$ cat config.mk
export PLATFORM = sky130hd
export DESIGN_NAME = bmc_mode_control
export DESIGN_NICKNAME = d
export VERILOG_FILES = /design/src/logic/bmc_pkg.sv /design/src/logic/bmc_zone_encode.sv /design/src/logic/bmc_gap_timer.sv /design/src/logic/bmc_mode_control.sv
export SDC_FILE = /design/constraint.sdc
export NUM_CORES = 1
export LEC_CHECK = 0
export BUFFER_PORTS_ARGS = -buffer_cell sky130_fd_sc_hd__buf_4
export CAP_MARGIN = 10
export CORE_ASPECT_RATIO = 2
export CORE_MARGIN = 10
export CORE_UTILIZATION = 30
export CTS_BUF_LIST = sky130_fd_sc_hd__clkbuf_2
export DETAILED_ROUTE_END_ITERATION = 7
export PLACE_DENSITY_LB_ADDON = 0.3
export SYNTH_ARGS = -nofsm -noshare
export SYNTH_HDL_FRONTEND = slang
export SYNTH_SLANG_ARGS = --single-unit
$ cat constraint.sdc
create_clock -name i_clock -period 5.3 [get_ports i_clock]
set_input_delay 0.53 -clock i_clock [delete_from_list [all_inputs] [get_ports i_clock]]
set_output_delay 0.53 -clock i_clock [all_outputs]
set_load 0.01 [all_outputs]
$ cat src/logic/bmc_pkg.sv
// constants and types shared by the backlight mode control block
package bmc_pkg;

  // register offsets
  localparam logic [7:0] BMC_ADDR_MODE = 8'h01;
  localparam logic [7:0] BMC_ADDR_STAT = 8'h02;
  localparam logic [7:0] BMC_ADDR_IEN  = 8'h03;

  // mode control bit positions
  localparam int BMC_B_BACKLIGHT_ON  = 0;
  localparam int BMC_B_AUTO_FOLLOW   = 1;
  localparam int BMC_B_SYNC_SINK     = 2;
  localparam int BMC_B_GAIN_INHIBIT  = 3;
  localparam int BMC_B_REDUCED_LEVEL = 4;
  localparam int BMC_B_NOT_STANDBY   = 5;
  localparam int BMC_B_INT_CFG       = 6;
  localparam int BMC_B_SEVENTH_AMB   = 7;

  // values after reset
  localparam logic [7:0] BMC_MODE_RST = 8'h00;
  localparam logic [5:0] BMC_STAT_RST = 6'h00;
  localparam logic [5:0] BMC_IEN_RST  = 6'h00;

  // widths
  localparam int BMC_NUM_FLAGS = 6;
  localparam int BMC_NUM_SINKS = 7;
  localparam int BMC_NUM_CMP   = 4;

  // interrupt release gap
  localparam int BMC_CLK_MHZ    = 250;
  localparam int BMC_GAP_US     = 50;
  localparam int BMC_GAP_CYCLES = BMC_GAP_US * BMC_CLK_MHZ;

  // ambient zones, darkest first
  typedef enum logic [2:0] {
    BMC_ZONE_DARK    = 3'b000,
    BMC_ZONE_INDOOR  = 3'b001,
    BMC_ZONE_OFFICE  = 3'b010,
    BMC_ZONE_BRIGHT  = 3'b011,
    BMC_ZONE_OUTDOOR = 3'b100
  } bmc_zone_e;

endpackage

$ cat src/logic/bmc_zone_encode.sv
// encoder from ambient comparator outputs to a zone
`timescale 1ns/1ps
module bmc_zone_encode
  import bmc_pkg::*;
#(
  parameter int NUM_CMP = BMC_NUM_CMP
)(
  input  wire logic [NUM_CMP-1:0] i_cmp_level,
  input  wire logic [NUM_CMP-1:0] i_level_enable,
  output bmc_zone_e               o_zone
);

  ////////////////////////////////////////////////////////////////////////////
  // highest enabled tripped comparator wins
  function automatic bmc_zone_e zone_of(input logic [NUM_CMP-1:0] hits);
    bmc_zone_e z;
    z = BMC_ZONE_DARK;
    for (int k = 0; k < NUM_CMP; k++)
    begin
      if (hits[k])
      begin
        z = bmc_zone_e'(3'(k + 1));
      end
    end
    return z;
  endfunction

  always_comb
  begin
    o_zone = zone_of(i_cmp_level & i_level_enable);
  end

endmodule

$ cat src/logic/bmc_gap_timer.sv
// one-shot timer holding a busy level for a fixed number of cycles
`timescale 1ns/1ps
module bmc_gap_timer
#(
  parameter int CYCLES = 16
)(
  input  wire logic i_clock,
  input  wire logic i_srst,
  input  wire logic i_start,
  output logic      o_busy
);

  localparam int CW = $clog2(CYCLES + 1);

  logic [CW-1:0] count_q;
  logic [CW-1:0] count_d;
  logic          busy_d;

  ////////////////////////////////////////////////////////////////////////////
  // busy for CYCLES cycles after the start pulse; restart extends it
  always_comb
  begin
    count_d = count_q;
    busy_d  = o_busy;
    if (i_start)
    begin
      count_d = CW'(CYCLES - 1);
      busy_d  = 1'b1;
    end
    else if (count_q != '0)
    begin
      count_d = count_q - CW'(1);
    end
    else
    begin
      busy_d = 1'b0;
    end
  end

  always_ff @(posedge i_clock)
  begin
    if (i_srst)
    begin
      count_q <= '0;
      o_busy  <= 1'b0;
    end
    else
    begin
      count_q <= count_d;
      o_busy  <= busy_d;
    end
  end

endmodule

$ cat src/logic/bmc_mode_control.sv
// mode control register with interrupt flags and control outputs
`timescale 1ns/1ps
module bmc_mode_control
  import bmc_pkg::*;
#(
  parameter int GAP_CYCLES = BMC_GAP_CYCLES,
  parameter int NUM_SINKS  = BMC_NUM_SINKS,
  parameter int NUM_CMP    = BMC_NUM_CMP
)(
  input  wire logic                 i_clock,
  input  wire logic                 i_srst,
  input  wire logic                 i_reg_wr,
  input  wire logic                 i_reg_rd,
  input  wire logic [7:0]           i_reg_addr,
  input  wire logic [7:0]           i_reg_wdata,
  output logic      [7:0]           o_reg_rdata,
  input  wire logic                 i_dim_timeout,
  input  wire logic [5:0]           i_int_event,
  input  wire logic [NUM_SINKS-1:0] i_indep_sink_cfg,
  input  wire logic [NUM_SINKS-1:0] i_individual_sink_on,
  input  wire logic [NUM_CMP-1:0]   i_level_enable,
  input  wire logic [NUM_CMP-1:0]   i_cmp_level,
  input  wire logic [1:0]           i_manual_level_field,
  input  wire logic                 i_all_leds_off,
  output logic                      o_standby,
  output logic                      o_backlight_drive,
  output logic                      o_dim_active,
  output logic      [2:0]           o_bl_level,
  output logic                      o_seventh_ambient,
  output logic      [2:0]           o_seventh_zone,
  output logic      [NUM_SINKS-1:0] o_sink_on,
  output logic                      o_gain_down_allow,
  output logic                      o_gain_up_allow,
  output logic                      o_irq_n
);

  logic [7:0]           mode_q;
  logic [7:0]           mode_d;
  logic [5:0]           flag_q;
  logic [5:0]           flag_d;
  logic [5:0]           ien_q;
  logic [5:0]           ien_d;
  logic [7:0]           rdata_d;
  logic                 standby_d;
  logic                 drive_d;
  logic                 dim_d;
  logic [2:0]           level_d;
  logic                 seventh_d;
  logic [2:0]           seventh_zone_d;
  logic [NUM_SINKS-1:0] sink_d;
  logic                 gdown_d;
  logic                 gup_d;
  logic                 irq_n_d;
  logic                 wr_mode;
  logic                 wr_stat;
  logic                 wr_ien;
  logic                 clear_try;
  logic                 pend_after;
  logic                 gap_start;
  logic                 gap_busy;
  logic                 auto_live;
  bmc_zone_e            zone;

  ////////////////////////////////////////////////////////////////////////////
  // helpers

  function automatic logic is_write(input logic       wr,
                                    input logic [7:0] addr,
                                    input logic [7:0] target);
    return wr && (addr == target);
  endfunction

  bmc_zone_encode #(
    .NUM_CMP (NUM_CMP)
  ) u_zone (
    .i_cmp_level    (i_cmp_level),
    .i_level_enable (i_level_enable),
    .o_zone         (zone)
  );

  bmc_gap_timer #(
    .CYCLES (GAP_CYCLES)
  ) u_gap (
    .i_clock (i_clock),
    .i_srst  (i_srst),
    .i_start (gap_start),
    .o_busy  (gap_busy)
  );

  ////////////////////////////////////////////////////////////////////////////
  // register file

  always_comb
  begin
    wr_mode = is_write(i_reg_wr, i_reg_addr, BMC_ADDR_MODE);
    wr_stat = is_write(i_reg_wr, i_reg_addr, BMC_ADDR_STAT);
    wr_ien  = is_write(i_reg_wr, i_reg_addr, BMC_ADDR_IEN);
    mode_d  = mode_q;
    if (wr_mode)
    begin
      mode_d = i_reg_wdata;
    end
    if (i_dim_timeout)
    begin
      mode_d[BMC_B_REDUCED_LEVEL] = 1'b1;
    end
    ien_d = wr_ien ? i_reg_wdata[5:0] : ien_q;
    flag_d = flag_q;
    if (wr_stat)
    begin
      flag_d = flag_q & ~i_reg_wdata[5:0];
    end
    flag_d = flag_d | i_int_event;
    rdata_d = o_reg_rdata;
    if (i_reg_rd)
    begin
      unique case (i_reg_addr)
        BMC_ADDR_MODE: rdata_d = mode_q;
        BMC_ADDR_STAT: rdata_d = {2'b00, flag_q};
        BMC_ADDR_IEN:  rdata_d = {2'b00, ien_q};
        default:       rdata_d = 8'h00;
      endcase
    end
  end

  always_ff @(posedge i_clock)
  begin
    if (i_srst)
    begin
      mode_q      <= BMC_MODE_RST;
      flag_q      <= BMC_STAT_RST;
      ien_q       <= BMC_IEN_RST;
      o_reg_rdata <= 8'h00;
    end
    else
    begin
      mode_q      <= mode_d;
      flag_q      <= flag_d;
      ien_q       <= ien_d;
      o_reg_rdata <= rdata_d;
    end
  end

  ////////////////////////////////////////////////////////////////////////////
  // interrupt output

  always_comb
  begin
    clear_try  = wr_stat && (i_reg_wdata[5:0] != 6'h00);
    pend_after = |(flag_d & ien_d);
    gap_start  = clear_try && pend_after && mode_q[BMC_B_INT_CFG];
    irq_n_d    = ~(pend_after && !gap_start && !gap_busy);
  end

  always_ff @(posedge i_clock)
  begin
    if (i_srst)
    begin
      o_irq_n <= 1'b1;
    end
    else
    begin
      o_irq_n <= irq_n_d;
    end
  end

  ////////////////////////////////////////////////////////////////////////////
  // control outputs

  always_comb
  begin
    standby_d = !mode_q[BMC_B_NOT_STANDBY];
    drive_d   = mode_q[BMC_B_BACKLIGHT_ON] && !standby_d;
    dim_d     = drive_d && mode_q[BMC_B_REDUCED_LEVEL];
    auto_live = mode_q[BMC_B_AUTO_FOLLOW] && (|i_level_enable);
    level_d   = auto_live ? zone : {1'b0, i_manual_level_field};
    seventh_d = mode_q[BMC_B_SEVENTH_AMB] && i_indep_sink_cfg[NUM_SINKS-1]
                && auto_live && !standby_d;
    seventh_zone_d = seventh_d ? zone : BMC_ZONE_DARK;
    if (standby_d)
    begin
      sink_d = '0;
    end
    else if (|i_individual_sink_on)
    begin
      sink_d = i_individual_sink_on & i_indep_sink_cfg;
    end
    else
    begin
      sink_d = {NUM_SINKS{mode_q[BMC_B_SYNC_SINK]}} & i_indep_sink_cfg;
    end
    gdown_d = !standby_d
              && (!mode_q[BMC_B_GAIN_INHIBIT] || i_all_leds_off);
    gup_d   = !standby_d;
  end

  always_ff @(posedge i_clock)
  begin
    if (i_srst)
    begin
      o_standby         <= 1'b1;
      o_backlight_drive <= 1'b0;
      o_dim_active      <= 1'b0;
      o_bl_level        <= 3'h0;
      o_seventh_ambient <= 1'b0;
      o_seventh_zone    <= 3'h0;
      o_sink_on         <= '0;
      o_gain_down_allow <= 1'b0;
      o_gain_up_allow   <= 1'b0;
    end
    else
    begin
      o_standby         <= standby_d;
      o_backlight_drive <= drive_d;
      o_dim_active      <= dim_d;
      o_bl_level        <= level_d;
      o_seventh_ambient <= seventh_d;
      o_seventh_zone    <= seventh_zone_d;
      o_sink_on         <= sink_d;
      o_gain_down_allow <= gdown_d;
      o_gain_up_allow   <= gup_d;
    end
  end
endmodule

==> reports/metrics.cfg <==
[status]
run_status=completed

[power]
share_seq_of_total_power=0.464
total_power_mw=1.193
intPower_mw=0.8157
comb_power_share=0.266
cellPowerDensity_nw_per_um2=331.4
power_frac_clock=0.270
vdd_drop_max_v=0.0002199
power_switching_share=0.3164
power_switching_mw=0.3776
static_leakage_nw=1.562

[critical_path]
cp_data_required_time_ns=5.69
timing.critical_path.slowest_stage_cell=sky130_fd_sc_hd__nor4_1
r2r-start=u_gap.count_q[4]$_SDFFE_PP0P_
r2r_setup_slack_ns=3.16
critical_path.max_fanout=5
timing.rr.end=u_gap.count_q[9]$_SDFFE_PP0P_
cp_slowest_stage_delay_ns=0.75
worst_path_most_repeated_cell=sky130_fd_sc_hd__nor4_1
timing.critical_path.max_delay_family=simple AND/OR/NAND/NOR gates
timing.reg2reg.worst_path_depth=6
cp_cell_sequence=buf_4, nor4_1, a21oi_1, a41o_1, a311oi_1, nor4_1, or4_1
critical_path.endpoint_type=flip-flop
timing.critical_path.from_type=input port
timing_worst_setup_path_type=in2reg
cp.buffers_inverters=1
critical_path_arrival_ns=2.97

[place]
place_ws_ns=2.201
dp_hpwl_um=6859
final_weighted_congestion_of_routability_driven_global_placement=0.8421
buffer_ports.inserted=79

[global_routing]
maximum_number_of_pins_on_one_net_before_global_route_repair=49
gr-usage-all-layers=0.1316
first_global_vias=2713
antenna_found_initial=1
grt_first_pass_wirelength_um=13800
gr-total-overflow=0

[synth]
synth-main-ff-cell=sky130_fd_sc_hd__dfxtp_1
postSynthCellCount=313
synth.top_cell.area_share=0.4498
synth_most_common_cell=sky130_fd_sc_hd__dfxtp_1
synth.top_cells.by_area=sky130_fd_sc_hd__dfxtp_1 45%, sky130_fd_sc_hd__a21oi_1 7.1%, sky130_fd_sc_hd__nor2_1 5.2%
syn-cell-area_um2=2804
ys_top_cells_by_count=63 x sky130_fd_sc_hd__dfxtp_1, 40 x sky130_fd_sc_hd__a21oi_1, 39 x sky130_fd_sc_hd__nor2_1
synth_top_cell_by_area=sky130_fd_sc_hd__dfxtp_1
synth_enable_flop_cells=0
synth.ff_latch_count=63
asyncSetResetFlopFracSynth=0
ys_types=46
synth.net_count=366
ys_seq_area_frac=0.4498
post_synth.cell_area_avg_um2=8.958
ys.warnings.count=0

[floorplanning]
fp.dieArea_um2=13850
start_util=0.3090
io_pins=80
chipHeight_um=156.7
placeable_core_region_um2=9074
die_w_um=88.36
placementRows=49

[final_layout]
area.growth.synth_to_final_pct=28.42
finish.net_count=443
drive_gt1_frac=0.2843

[routing]
via_count=2626
drcViolationCount=0
drtAntennaViolNets=0
drt_first_pass_iters=4
drt-vias-per-instance=5.284
detailedRoute.firstIterationViolations=148
post_drt_wl_per_cell_um=17.85
routed_wirelength_um=8872

[timing]
final.setup_skew_ns=0.03025
post-route-worst-setup-slack_ns=2.722
hold_vio_cnt_final=0
finalSetupTns_ns=0
final.period_utilization=0.4864
slew_headroom=0.3867
final_max_slew_viol_count=0
fmaxAchievable_mhz=387.9
rsz0062_at_grt=no
worstMarginPinSlew_ns=0.9071
final_period_minus_worst_setup_slack_ns=2.578
setup_viol_count_final=0

[cts]
latest_clock_arrival_within_the_worst_skew_pair_ns=0.50
cts_root_buf=sky130_fd_sc_hd__clkbuf_2
clock_sink_count=63
clk_transition_reported_paths_ns=0.18
tritoncts_clock_tree=yes
tritoncts.num_buffers=9
ctsResizeCount=0
cts_max_path_buffers=2
h_tree_depth=3
postCtsSetupBuffers=0
postCtsHoldBufs=0

[hold_path]
hold_path_class=in2reg
hold_path_end=o_sink_on[4]$_SDFF_PP0_
holdPathStages=2
holdCritStartpoint=i_indep_sink_cfg[4]

[run]
max_cap_violations=0

==> worst max path at each step <==
stage,depth (start not counted),from,to
6_report,7,i_reg_addr[3],o_irq_n$_SDFF_PP1_
2_1_floorplan,7,i_reg_addr[3],u_gap.count_q[9]$_SDFFE_PP0P_
3_3_place_gp,7,i_reg_addr[3],o_irq_n$_SDFF_PP1_
4_1_cts,7,i_reg_addr[3],o_irq_n$_SDFF_PP1_
5_1_grt,7,i_reg_addr[3],mode_q[4]$_SDFFE_PP0P_
3_5_place_dp,7,i_reg_addr[3],o_irq_n$_SDFF_PP1_
==> sequential cells by signal, summed over array words and instances (netlist names), 3 cells and up <==
| name | count |
|---|---|
| flag_q | 6 |
| ien_q | 6 |
| mode_q | 8 |
| o_bl_level | 3 |
| o_reg_rdata | 8 |
| o_seventh_zone | 3 |
| o_sink_on | 7 |
| u_gap.count_q | 14 |
==> cells by family after synthesis <==
group / share of synthesized area
simple gates: 0.2071
compound gates: 0.2084
flops: 0.4498
buf+inv: 0.04596
mux: 0.05622
xor+xnor: 0.02811
fa+ha+maj: 0.004462
==> per-layer routing <==
layer	wire (um)	part of all wire	global-route usage	vias to the layer above
li1	-	-	-	1290
met1	3040	0.34	0.1207	1261
met2	5310	0.60	0.2520	61
met3	291	0.033	0.03484	14
met4	229	0.026	0.06507	0
met5	0	0	0	-
==> power groups by stage <==
| stage | Clock (mW) | Sequential (mW) | Combinational (mW) |
|---|---|---|---|
| floorplan | 0 | 0.553 | 0.233 |
| global placement | 0 | 0.562 | 0.314 |
| detailed placement | 0 | 0.563 | 0.319 |
| CTS | 0.337 | 0.553 | 0.321 |
| global route | 0.360 | 0.559 | 0.358 |
| finish | 0.322 | 0.554 | 0.317 |
==> area by class of cell <==
class	count	area, um2
Fill cell	946	5473
Multi-Input combinational cell	216	1414
Sequential cell	63	1261
Timing Repair Buffer	79	593.1
Tap cell	102	127.6
Inverter	21	78.83
Clock inverter	5	73.82
Clock buffer	10	50.05
Antenna cell	1	2.502
==> layout by cell type, fill, tap and decap left out, types with 3 or more instances in the layout <==
cell type,count
sky130_fd_sc_hd__a21oi_1,40
sky130_fd_sc_hd__a221oi_1,4
sky130_fd_sc_hd__a22oi_1,7
sky130_fd_sc_hd__buf_4,79
sky130_fd_sc_hd__clkbuf_2,10
sky130_fd_sc_hd__dfxtp_1,63
sky130_fd_sc_hd__inv_1,21
sky130_fd_sc_hd__mux2_2,6
sky130_fd_sc_hd__mux2i_1,9
sky130_fd_sc_hd__nand2_1,16
sky130_fd_sc_hd__nand3_1,8
sky130_fd_sc_hd__nand4_1,4
sky130_fd_sc_hd__nor2_1,39
sky130_fd_sc_hd__nor2b_1,4
sky130_fd_sc_hd__nor3_1,4
sky130_fd_sc_hd__nor3_2,5
sky130_fd_sc_hd__nor3b_1,3
sky130_fd_sc_hd__nor4_1,8
sky130_fd_sc_hd__o211a_1,7
sky130_fd_sc_hd__o21ai_0,8
sky130_fd_sc_hd__o22ai_1,5
sky130_fd_sc_hd__or4_1,4
sky130_fd_sc_hd__xnor2_1,6
sky130_fd_sc_hd__xor2_1,3
==> stage by stage <==
stage / instance area, um2 / hold WS [ns] / instances / utilization
after floorplan: 2804 / 0.4160 / 313 / -
after global placement: 3475 / 0.4555 / 481 / 0.3829
after detailed placement: 3475 / 0.4595 / 481 / 0.3829
after CTS: 3598 / 0.1835 / 496 / 0.3966
after global routing: 3601 / 0.1464 / 497 / 0.3969
final: 3601 / 0.2334 / 497 / 0.3969
Power figures use the tool's default switching activity.
